`src/hw/ubg_pkg.sv`:
```
package ubg_pkg;

	// ----------------------------------------------------------------
	// Register byte offsets on the APB slave
	// ----------------------------------------------------------------
	localparam logic [7:0] ADDR_AUX_TIMER_CONTROL = 8'h00; // Timer mode, sources, flags
	localparam logic [7:0] ADDR_RELOAD_VALUE_LOW = 8'h04; // Reload byte, low
	localparam logic [7:0] ADDR_RELOAD_VALUE_HIGH = 8'h08; // Reload byte, high
	localparam logic [7:0] ADDR_AUX_COUNT_LOW = 8'h0C; // Count byte, low
	localparam logic [7:0] ADDR_AUX_COUNT_HIGH = 8'h10; // Count byte, high
	localparam logic [7:0] ADDR_SERIAL_CONTROL_REG = 8'h14; // Serial mode and receive flags
	localparam logic [7:0] ADDR_POWER_CONTROL_REG = 8'h18; // Holds the framing select bit
	localparam logic [7:0] ADDR_SLAVE_ADDRESS_REG = 8'h1C; // Own slave address
	localparam logic [7:0] ADDR_SLAVE_ADDRESS_MASK = 8'h20; // Address mask

	// ----------------------------------------------------------------
	// Field positions and reset values
	// ----------------------------------------------------------------
	localparam int PCTL_FRAMING_SELECT_POS = 6; // Framing select bit in power control
	localparam logic [7:0] AUX_TIMER_CONTROL_RST = 8'h00; // All timer bits clear
	localparam logic [7:0] SERIAL_CONTROL_RST = 8'h00; // Mode 0, flags clear
	localparam logic [7:0] POWER_CONTROL_RST = 8'h00; // Framing select clear
	localparam logic [7:0] SLAVE_ADDRESS_RST = 8'h00; // Match every address
	localparam logic [7:0] SLAVE_MASK_RST = 8'h00; // All bits don't-care
	localparam logic [15:0] COUNT_RST = 16'h0000; // Count and reload after reset
	localparam logic [15:0] COUNT_TOP = 16'hFFFF; // Rollover point
	localparam logic [31:0] PRDATA_RST = 32'h0000_0000; // Read data after reset

	// ----------------------------------------------------------------
	// Cycle counts
	// ----------------------------------------------------------------
	localparam logic [3:0] STATE_TIME_DIV = 4'h2; // Oscillator cycles per state time
	localparam logic [3:0] MACHINE_CYCLE_DIV = 4'hC; // Oscillator cycles per machine cycle
	localparam logic [3:0] OVERSAMPLE_LAST = 4'hF; // Sixteen overflows per serial bit

	// ----------------------------------------------------------------
	// Carrier types
	// ----------------------------------------------------------------
	// Timer control byte, bit 7 first
	typedef struct packed {
		logic aux_overflow_flag;
		logic ext_trigger_flag;
		logic rx_rate_source_select;
		logic tx_rate_source_select;
		logic ext_trigger_enable;
		logic aux_run_bit;
		logic count_or_time_select;
		logic capture_select;
	} ubg_tctl_t;

	// Serial control byte, bit 7 first
	typedef struct packed {
		logic serial_mode_high_bit;
		logic serial_mode_low_bit;
		logic multiproc_enable;
		logic rx_enable;
		logic tx_ninth_bit;
		logic rx_ninth_bit;
		logic tx_done_flag;
		logic receive_done_flag;
	} ubg_sctl_t;

	// One frame as handed over by the base receiver
	typedef struct packed {
		logic valid;
		logic [7:0] data;
		logic ninth;
		logic stop;
	} ubg_rx_frame_t;

endpackage : ubg_pkg

```
`src/hw/ubg_baud_addr.sv`:
```
`timescale 1ns/10ps

// Overview of operation
// RULE1: Transmit ticks from first or second timer
// RULE2: Receive source selected independently, same encoding
// RULE3: Baud rollover reloads count from reload bytes
// RULE4: Bit rate is overflow rate over sixteen
// RULE5: Internal clock increments every second oscillator cycle
// RULE6: Rate equals osc over 32 times span
// RULE7: Baud mode only when a source bit set
// RULE8: Baud rollover never sets overflow flag
// RULE9: Trigger fall sets flag, no reload, baud mode
// RULE10: Software leaves count and reload alone running
// RULE11: Software sets run bit separately otherwise
// RULE12: Software writes 34H or 36H for both
// RULE13: Trigger fall also reloads or captures, non-baud
// RULE14: Without trigger enable only overflow reloads
// RULE15: Missing stop bit sets framing error flag
// RULE16: Control bit 7 is framing flag or mode
// RULE17: Framing flag cleared only by software write
// RULE18: Nine-bit modes need ninth bit and match
// RULE19: Mode 1 needs stop bit and match
// RULE20: Mode 0 ignores multiprocessor enable
// RULE21: Given address is address AND mask
// RULE22: Broadcast address is address OR mask
// RULE23: Address and mask reset to zero
// RULE24: Separate receive and transmit tick dividers
module ubg_baud_addr (
	input wire logic i_clk,
	input wire logic i_rst_n,
	input wire logic i_psel,
	input wire logic i_penable,
	input wire logic i_pwrite,
	input wire logic [7:0] i_paddr,
	input wire logic [31:0] i_pwdata,
	output logic [31:0] o_prdata,
	output logic o_pready,
	output logic o_pslverr,
	input wire logic i_t1_overflow,
	input wire logic i_aux_ext_clock_pin,
	input wire logic i_ext_trigger_input,
	input wire ubg_pkg::ubg_rx_frame_t i_rx_frame,
	output logic o_tx_sample_tick,
	output logic o_tx_bit_tick,
	output logic o_rx_sample_tick,
	output logic o_rx_bit_tick,
	output logic o_rx_accept,
	output logic [1:0] o_serial_mode,
	output logic o_aux_overflow_flag,
	output logic o_ext_trigger_flag
);

	// ----------------------------------------------------------------
	// Declarations
	// ----------------------------------------------------------------
	ubg_pkg::ubg_tctl_t tctl; // Timer control byte
	ubg_pkg::ubg_sctl_t sctl; // Serial control, bit 7 holds the mode bit
	logic frame_err; // Framing error flag
	logic [7:0] pctl; // Power control byte
	logic [7:0] slave_addr; // Own address
	logic [7:0] slave_mask; // Address mask
	logic [15:0] reload; // Reload value, high and low
	logic [15:0] count; // Count, high and low
	logic [3:0] div_cnt; // Oscillator divider
	logic [3:0] div_limit; // Divider length for the current mode
	logic div_tick; // One pulse per timer step
	logic clk_meta, clk_sync, clk_last; // External clock pin synchroniser
	logic trg_meta, trg_sync, trg_last; // Trigger pin synchroniser
	logic clk_fall; // Falling edge on the clock pin
	logic trg_fall; // Falling edge on the trigger pin
	logic baud_mode; // Timer serves the serial port
	logic inc; // Timer steps this cycle
	logic t2_ovf; // Timer rolls over this cycle
	logic baud_ovf; // Rollover that feeds the serial port
	logic ext_event; // Enabled trigger edge
	logic wr, rd_setup; // Bus strobes
	logic mapped; // Address hits a register
	logic [7:0] rd_byte; // Read mux
	logic framing_sel; // Bit 7 acts as framing flag
	logic [1:0] mode; // Serial mode
	logic given_ok, bcast_ok; // Address compare results
	logic [7:0] bcast; // Broadcast address
	logic accept; // Frame raises receive done
	logic [1:0] src_ovf; // Per direction source pulse, 0 transmit, 1 receive
	logic [1:0] src_sel; // Per direction source select
	logic [3:0] pre [2]; // Per direction oversample counter
	logic [1:0] sample_q, bit_q; // Per direction registered ticks

	// ----------------------------------------------------------------
	// APB slave
	// ----------------------------------------------------------------
	// Zero wait states; read data is captured in the setup cycle
	assign o_pready = 1'b1;
	assign wr = i_psel && i_penable && i_pwrite;
	assign rd_setup = i_psel && !i_penable && !i_pwrite;
	assign framing_sel = pctl[ubg_pkg::PCTL_FRAMING_SELECT_POS];

	// Address decode and read mux
	always_comb begin
		mapped = 1'b1;
		rd_byte = 8'h00;
		case (i_paddr)
			ubg_pkg::ADDR_AUX_TIMER_CONTROL: rd_byte = tctl;
			ubg_pkg::ADDR_RELOAD_VALUE_LOW: rd_byte = reload[7:0];
			ubg_pkg::ADDR_RELOAD_VALUE_HIGH: rd_byte = reload[15:8];
			ubg_pkg::ADDR_AUX_COUNT_LOW: rd_byte = count[7:0];
			ubg_pkg::ADDR_AUX_COUNT_HIGH: rd_byte = count[15:8];
			ubg_pkg::ADDR_SERIAL_CONTROL_REG: begin
				// Bit 7 shows the framing flag or the mode bit
				rd_byte = {(framing_sel ? frame_err : sctl.serial_mode_high_bit), sctl[6:0]}; // [RULE16]
			end
			ubg_pkg::ADDR_POWER_CONTROL_REG: rd_byte = pctl;
			ubg_pkg::ADDR_SLAVE_ADDRESS_REG: rd_byte = slave_addr;
			ubg_pkg::ADDR_SLAVE_ADDRESS_MASK: rd_byte = slave_mask;
			default: mapped = 1'b0;
		endcase
	end

	// Error answer for unmapped addresses in the access phase
	assign o_pslverr = i_psel && i_penable && !mapped;

	// Read data register, upper bits read as zero
	always_ff @(posedge i_clk or negedge i_rst_n) begin
		if (!i_rst_n) begin
			o_prdata <= ubg_pkg::PRDATA_RST;
		end else if (rd_setup) begin
			o_prdata <= {24'h00_0000, rd_byte};
		end
	end

	// ----------------------------------------------------------------
	// Pin synchronisers
	// ----------------------------------------------------------------
	// Two flops, then a history flop for edge detection
	always_ff @(posedge i_clk or negedge i_rst_n) begin
		if (!i_rst_n) begin
			clk_meta <= 1'b1;
			clk_sync <= 1'b1;
			clk_last <= 1'b1;
			trg_meta <= 1'b1;
			trg_sync <= 1'b1;
			trg_last <= 1'b1;
		end else begin
			clk_meta <= i_aux_ext_clock_pin;
			clk_sync <= clk_meta;
			clk_last <= clk_sync;
			trg_meta <= i_ext_trigger_input;
			trg_sync <= trg_meta;
			trg_last <= trg_sync;
		end
	end

	assign clk_fall = clk_last && !clk_sync;
	assign trg_fall = trg_last && !trg_sync;

	// ----------------------------------------------------------------
	// Timer stepping
	// ----------------------------------------------------------------
	// Baud mode whenever either direction takes the timer
	assign baud_mode = tctl.rx_rate_source_select || tctl.tx_rate_source_select; // [RULE7]
	// State time in baud mode, machine cycle otherwise
	assign div_limit = baud_mode ? ubg_pkg::STATE_TIME_DIV : ubg_pkg::MACHINE_CYCLE_DIV; // [RULE5]
	assign div_tick = (div_cnt >= div_limit - 4'h1);

	// Free running oscillator divider, wraps early if the mode shortens it
	always_ff @(posedge i_clk or negedge i_rst_n) begin
		if (!i_rst_n) begin
			div_cnt <= 4'h0;
		end else if (div_tick) begin
			div_cnt <= 4'h0;
		end else begin
			div_cnt <= div_cnt + 4'h1;
		end
	end

	// Step from the divider or from pin edges, gated by the run bit
	assign inc = tctl.aux_run_bit && (tctl.count_or_time_select ? clk_fall : div_tick); // [RULE4]
	assign t2_ovf = inc && (count == ubg_pkg::COUNT_TOP);
	assign baud_ovf = t2_ovf && baud_mode;
	assign ext_event = tctl.ext_trigger_enable && trg_fall;

	// ----------------------------------------------------------------
	// Count and reload registers
	// ----------------------------------------------------------------
	// Count: rollover reload, trigger reload, step, then software bytes
	always_ff @(posedge i_clk or negedge i_rst_n) begin
		if (!i_rst_n) begin
			count <= ubg_pkg::COUNT_RST;
		end else begin
			if (t2_ovf) begin
				// Baud and reload modes reload, capture mode wraps
				if (baud_mode || !tctl.capture_select) begin
					count <= reload; // [RULE3] [RULE14]
				end else begin
					count <= ubg_pkg::COUNT_RST;
				end
			end else if (ext_event && !baud_mode && !tctl.capture_select) begin
				// Trigger reload only outside baud mode
				count <= reload; // [RULE13] [RULE9]
			end else if (inc) begin
				count <= count + 16'h0001;
			end
			// Software bytes; software keeps off them while running
			if (wr && i_paddr == ubg_pkg::ADDR_AUX_COUNT_LOW) begin
				count[7:0] <= i_pwdata[7:0]; // [RULE10]
			end
			if (wr && i_paddr == ubg_pkg::ADDR_AUX_COUNT_HIGH) begin
				count[15:8] <= i_pwdata[7:0];
			end
		end
	end

	// Reload: capture on trigger in capture mode, then software bytes
	always_ff @(posedge i_clk or negedge i_rst_n) begin
		if (!i_rst_n) begin
			reload <= ubg_pkg::COUNT_RST;
		end else begin
			if (ext_event && !baud_mode && tctl.capture_select) begin
				reload <= count; // [RULE13]
			end
			if (wr && i_paddr == ubg_pkg::ADDR_RELOAD_VALUE_LOW) begin
				reload[7:0] <= i_pwdata[7:0];
			end
			if (wr && i_paddr == ubg_pkg::ADDR_RELOAD_VALUE_HIGH) begin
				reload[15:8] <= i_pwdata[7:0];
			end
		end
	end

	// ----------------------------------------------------------------
	// Timer control and flags
	// ----------------------------------------------------------------
	// Software write, then hardware sets win over a clear
	always_ff @(posedge i_clk or negedge i_rst_n) begin
		if (!i_rst_n) begin
			tctl <= ubg_pkg::AUX_TIMER_CONTROL_RST;
		end else begin
			if (wr && i_paddr == ubg_pkg::ADDR_AUX_TIMER_CONTROL) begin
				tctl <= ubg_pkg::ubg_tctl_t'(i_pwdata[7:0]); // [RULE12] [RULE11]
			end
			// Overflow flag only outside baud mode
			if (t2_ovf && !baud_mode) begin
				tctl.aux_overflow_flag <= 1'b1; // [RULE8]
			end
			// Trigger edge flags in every mode
			if (ext_event) begin
				tctl.ext_trigger_flag <= 1'b1; // [RULE9]
			end
		end
	end

	assign o_aux_overflow_flag = tctl.aux_overflow_flag;
	assign o_ext_trigger_flag = tctl.ext_trigger_flag;

	// ----------------------------------------------------------------
	// Baud tick generation
	// ----------------------------------------------------------------
	// Index 0 is transmit, index 1 is receive
	assign src_sel = {tctl.rx_rate_source_select, tctl.tx_rate_source_select}; // [RULE2]

	generate
		for (genvar d = 0; d < 2; d++) begin : g_dir
			// Source: second timer when selected, else the first
			assign src_ovf[d] = src_sel[d] ? baud_ovf : i_t1_overflow; // [RULE1] [RULE2]

			// Own oversample counter per direction
			always_ff @(posedge i_clk or negedge i_rst_n) begin
				if (!i_rst_n) begin
					pre[d] <= 4'h0;
					sample_q[d] <= 1'b0;
					bit_q[d] <= 1'b0;
				end else begin
					sample_q[d] <= src_ovf[d];
					bit_q[d] <= src_ovf[d] && (pre[d] == ubg_pkg::OVERSAMPLE_LAST); // [RULE4] [RULE6]
					if (src_ovf[d]) begin
						pre[d] <= pre[d] + 4'h1; // [RULE24]
					end
				end
			end
		end
	endgenerate

	assign o_tx_sample_tick = sample_q[0];
	assign o_tx_bit_tick = bit_q[0];
	assign o_rx_sample_tick = sample_q[1];
	assign o_rx_bit_tick = bit_q[1];

	// ----------------------------------------------------------------
	// Address registers
	// ----------------------------------------------------------------
	// Both clear at reset so every address matches
	always_ff @(posedge i_clk or negedge i_rst_n) begin
		if (!i_rst_n) begin
			slave_addr <= ubg_pkg::SLAVE_ADDRESS_RST; // [RULE23]
			slave_mask <= ubg_pkg::SLAVE_MASK_RST;
			pctl <= ubg_pkg::POWER_CONTROL_RST;
		end else if (wr) begin
			if (i_paddr == ubg_pkg::ADDR_SLAVE_ADDRESS_REG) begin
				slave_addr <= i_pwdata[7:0];
			end
			if (i_paddr == ubg_pkg::ADDR_SLAVE_ADDRESS_MASK) begin
				slave_mask <= i_pwdata[7:0];
			end
			if (i_paddr == ubg_pkg::ADDR_POWER_CONTROL_REG) begin
				pctl <= i_pwdata[7:0];
			end
		end
	end

	// ----------------------------------------------------------------
	// Address recognition
	// ----------------------------------------------------------------
	// Given: compare only where the mask is one
	assign given_ok = ((i_rx_frame.data ^ slave_addr) & slave_mask) == 8'h00; // [RULE21]
	// Broadcast: ones of address OR mask must be ones
	assign bcast = slave_addr | slave_mask;
	assign bcast_ok = (i_rx_frame.data & bcast) == bcast; // [RULE22]
	assign mode = {sctl.serial_mode_high_bit, sctl.serial_mode_low_bit};
	assign o_serial_mode = mode;

	// Decide whether a finished frame raises receive done
	always_comb begin
		accept = 1'b0;
		case (mode)
			2'b00: accept = 1'b1; // [RULE20]
			2'b01: accept = !sctl.multiproc_enable || (i_rx_frame.stop && (given_ok || bcast_ok)); // [RULE19]
			default: accept = !sctl.multiproc_enable || (i_rx_frame.ninth && (given_ok || bcast_ok)); // [RULE18]
		endcase
	end

	// ----------------------------------------------------------------
	// Serial control, framing flag, accept pulse
	// ----------------------------------------------------------------
	// Software write first, receiver sets override a clear
	always_ff @(posedge i_clk or negedge i_rst_n) begin
		if (!i_rst_n) begin
			sctl <= ubg_pkg::SERIAL_CONTROL_RST;
			frame_err <= 1'b0;
			o_rx_accept <= 1'b0;
		end else begin
			o_rx_accept <= i_rx_frame.valid && accept;
			if (wr && i_paddr == ubg_pkg::ADDR_SERIAL_CONTROL_REG) begin
				sctl[6:0] <= i_pwdata[6:0];
				// Bit 7 goes to the framing flag or the mode bit
				if (framing_sel) begin
					frame_err <= i_pwdata[7]; // [RULE16] [RULE17]
				end else begin
					sctl.serial_mode_high_bit <= i_pwdata[7];
				end
			end
			// Missing stop bit flags a framing error
			if (i_rx_frame.valid && !i_rx_frame.stop) begin
				frame_err <= 1'b1; // [RULE15]
			end
			// Accepted frame: receive done, and ninth bit in modes 2 and 3 or stop bit in modes 0 and 1
			if (i_rx_frame.valid && accept) begin
				sctl.receive_done_flag <= 1'b1;
				sctl.rx_ninth_bit <= mode[1] ? i_rx_frame.ninth : i_rx_frame.stop;
			end
		end
	end
endmodule : ubg_baud_addr

```
`config.mk`:
```
export PLATFORM = sky130hd
export DESIGN_NAME = ubg_baud_addr
export DESIGN_NICKNAME = d
export VERILOG_FILES = /design/src/hw/ubg_pkg.sv /design/src/hw/ubg_baud_addr.sv
export SDC_FILE = /design/constraint.sdc
export NUM_CORES = 1
export LEC_CHECK = 0
export BUFFER_PORTS_ARGS = -buffer_cell sky130_fd_sc_hd__buf_2
export CAP_MARGIN = 10
export CORE_MARGIN = 8
export CORE_UTILIZATION = 35
export CTS_CLUSTER_SIZE = 14
export DETAILED_ROUTE_END_ITERATION = 16
export PLACE_DENSITY = 0.53
export SYNTH_ARGS = -nofsm -noshare
export SYNTH_HDL_FRONTEND = slang
export SYNTH_SLANG_ARGS = --single-unit
```
`constraint.sdc`:
```
create_clock -name i_clk -period 2.65 [get_ports i_clk]
set_input_delay 0.53 -clock i_clk [delete_from_list [all_inputs] [get_ports i_clk]]
set_output_delay 0.53 -clock i_clk [all_outputs]
set_load 0.005 [all_outputs]
```
==> reports/summary.txt <==
largest net degree at the start of global routing -> 65
VDD IR max -> 0.348 mV
clock share of power -> 0.335
post-DP HPWL -> 14.1 mm
post-route ant nets -> 0
Die Footprint -> 21900 um^2
area of the multi-input gates -> 3170 um^2
Clock Skews -> 9.97 ps
flops & latches, synth -> 104
fmax -> 0.400 GHz
Final Max Tran Viols -> 0
post-synth cell types -> 66
clk sinks -> 104
min-delay worst type -> in2async
power density over cell area -> 626 nW/um^2
Tcrit/Tclk final -> 0.942
status -> finished, final reports clean
GPL Wtd Cong -> 0.929
Slew Limit Headroom -> 0.605
Num CTS Buffers -> 9
synthesized cell area -> 6090 um^2
Worst R2R Start -> src_sel[0]
core area -> 17200 um^2
Port Buffers -> 52
CP arrival -> 2760 ps
Worst-path clk slew -> 70 ps
non-filler cells, final -> 911
1st-pass router iterations -> 5
Filler cells -> 1693
Pleak -> 3.09 nW
Mean Syn Cell Area -> 9.90 um^2
FF/Latch Area -> 2610 um^2
Clock Tree Buf Depth -> 2
Max-cap violations -> 0
most frequent cells in the layout -> dfrtp_1 (98), nand2_1 (55), buf_2 (51)
Int Pwr -> 0.00309 W
Final Hold Viols -> 0
Setup-failing EPs final -> 0
CP Launch Type -> register
DRC viols -> 0
I/O pin count -> 102
die width -> 148 um
Critical Path End Type -> register
Core Rows -> 48
Switching Fraction -> 0.298
Layout area overhead -> 15.5%
combinational power share -> 0.225
Power Total -> 0.00441 W
fin nets -> 747
crit path kind -> reg2reg
Critical Path Fanout Max -> 11
clock root cell -> clkbuf_16
worst-margin pin slew -> 593 ps
CTS tree -> done
initial antenna violation count -> 0
layout cells sized above 1 -> 0.255
vias in the first global route -> 5086
most common cell after layout, fill and taps aside -> dfrtp_1
vias -> 5055
R2R depth -> 11
Final WS setup -> 153 ps
total inserted antenna cells -> 0
Setup crit start -> src_sel[0]
first-pass GRT wire length -> 29.1 mm
Initial DRC Count -> 537
synthesized netlist cell count -> 615
number of synthesis warnings -> 0
initial core utilization -> 0.354
Skew-Pair Late Insertion Delay -> 350 ps
worst hold margin -> 136 ps
Post-synth EDFFs -> 0
via/cell ratio -> 5.55
Req. time, crit path -> 2910 ps
P_sw -> 0.00131 W
wire per inst -> 20.6 um
die height -> 148 um
Place WS -> -15.1 ps
sequential-to-total area share from yosys stat -> 0.429
Tot GR Track Use -> 0.173
Cells after DPL -> 893
sequential power share -> 0.440
total gr overflow -> 0
DRT Wirelength -> 18.7 mm
asr flop ratio synth -> 1.00
Top FF cell, synth -> dfrtp_1
crit path time final -> 2500 ps
CTS H-tree lvls -> 3
Hold Buf Count CTS -> 0
==> final timing paths <==
check                      slack, ps            end
hold reg to reg                  360       clk_sync
max in group asynchronous       1810  slave_addr[1]
setup / recovery                 150      count[13]
hold / removal                   140         pre[5]
setup reg to reg                 150      count[13]
min in group i_clk               270       clk_meta
==> cells in the mapped netlist (3+ instances only) <==
master,instances,area share
a21oi_1,17,0.014
a221oi_1,3,0.0043
a22o_1,4,0.0058
a22oi_1,13,0.016
a31oi_1,19,0.020
and2_1,5,0.0051
and3_1,5,0.0051
buf_2,8,0.0066
buf_4,34,0.042
clkbuf_1,17,0.010
dfrtp_1,98,0.40
dfstp_2,6,0.026
ha_1,6,0.012
inv_1,8,0.0049
mux2_2,39,0.072
mux2i_1,44,0.072
nand2_1,56,0.035
nand3_1,12,0.0099
nand4_1,7,0.0072
nor2_1,46,0.028
nor2b_1,4,0.0041
nor3_1,17,0.014
nor4_1,4,0.0041
o211ai_1,5,0.0062
o21ai_0,36,0.030
o22ai_1,20,0.021
or2_2,3,0.0031
or3_1,5,0.0051
xnor2_1,10,0.014
xor2_1,18,0.026
==> power groups by stage <==
stage / sequential (W) / combinational [W] / clock [W]
2_1_floorplan: 0.00192 / 0.000700 / 0
3_3_place_gp: 0.00195 / 0.000958 / 0
3_5_place_dp: 0.00196 / 0.000987 / 0
4_1_cts: 0.00193 / 0.000992 / 0.00152
5_1_grt: 0.00196 / 0.00112 / 0.00158
6_report: 0.00194 / 0.000992 / 0.00148
==> layout make-up <==
cell class	instances	area share
Timing Repair Buffer	95	0.0868
Multi-Input combinational cell	464	0.451
Tap cell	225	0.0400
Clock buffer	11	0.0359
Sequential cell	104	0.371
Clock inverter	4	0.0110
Inverter	8	0.00427
==> registers in the layout, summed over array words and instances, names as in the netlist, 2 cells and up <==
| signal | cells |
|---|---|
| count | 16 |
| div_cnt | 4 |
| o_prdata | 8 |
| o_serial_mode | 2 |
| pctl | 8 |
| pre | 8 |
| reload | 16 |
| sctl | 6 |
| slave_addr | 8 |
| slave_mask | 8 |
| src_sel | 2 |
| tctl | 4 |
==> what timing repair did <==
| action | 4_1_cts | 5_1_grt |
|---|---|---|
| gates resized for setup | 0 | 3 |
| pin swaps | 0 | 0 |
| hold endpoints to repair | 0 | 0 |
| setup buffers | 3 | 0 |
| setup endpoints to repair | 3 | 17 |
==> worst max-delay path, cell delays in order, from the launching register on <==
cell and delay, ps:
dfrtp_1 420, nor2_4 140, inv_1 100, ha_1 280
a211o_1 140, nand4b_1 90, buf_4 170, a2111o_1 490
nor2_2 180, buf_12 150, a21oi_1 60, a21oi_1 180
==> routing by layer <==
metal,track usage,wire (um)
met1,0.234,8360
met2,0.267,8660
met3,0.0382,1270
met4,0.0602,429
met5,0,0
==> stage by stage <==
step | util | instance area [um^2] | setup TNS [ps]
2_1_floorplan | - | 6170 | 0
3_3_place_gp | 0.388 | 6670 | 0
3_5_place_dp | 0.388 | 6670 | -17.5
4_1_cts | 0.409 | 7020 | 0
5_1_grt | 0.410 | 7030 | -20.4
6_report | 0.410 | 7030 | 0
==> cells by family (layout without fill, tap and decap cells) <==
group,after synthesis,in the layout,synth area share
AO/OA/AOI/OAI,138,138,0.148
flip-flops,104,104,0.429
buffers and inverters,70,118,0.0670
other,2,25,0.00123
multiplexers,86,86,0.153
AND/OR/NAND/NOR,181,181,0.150
adder cells (fa/ha/maj),6,6,0.0123
XOR/XNOR,28,28,0.0403
(Power assumes the default switching activity.)
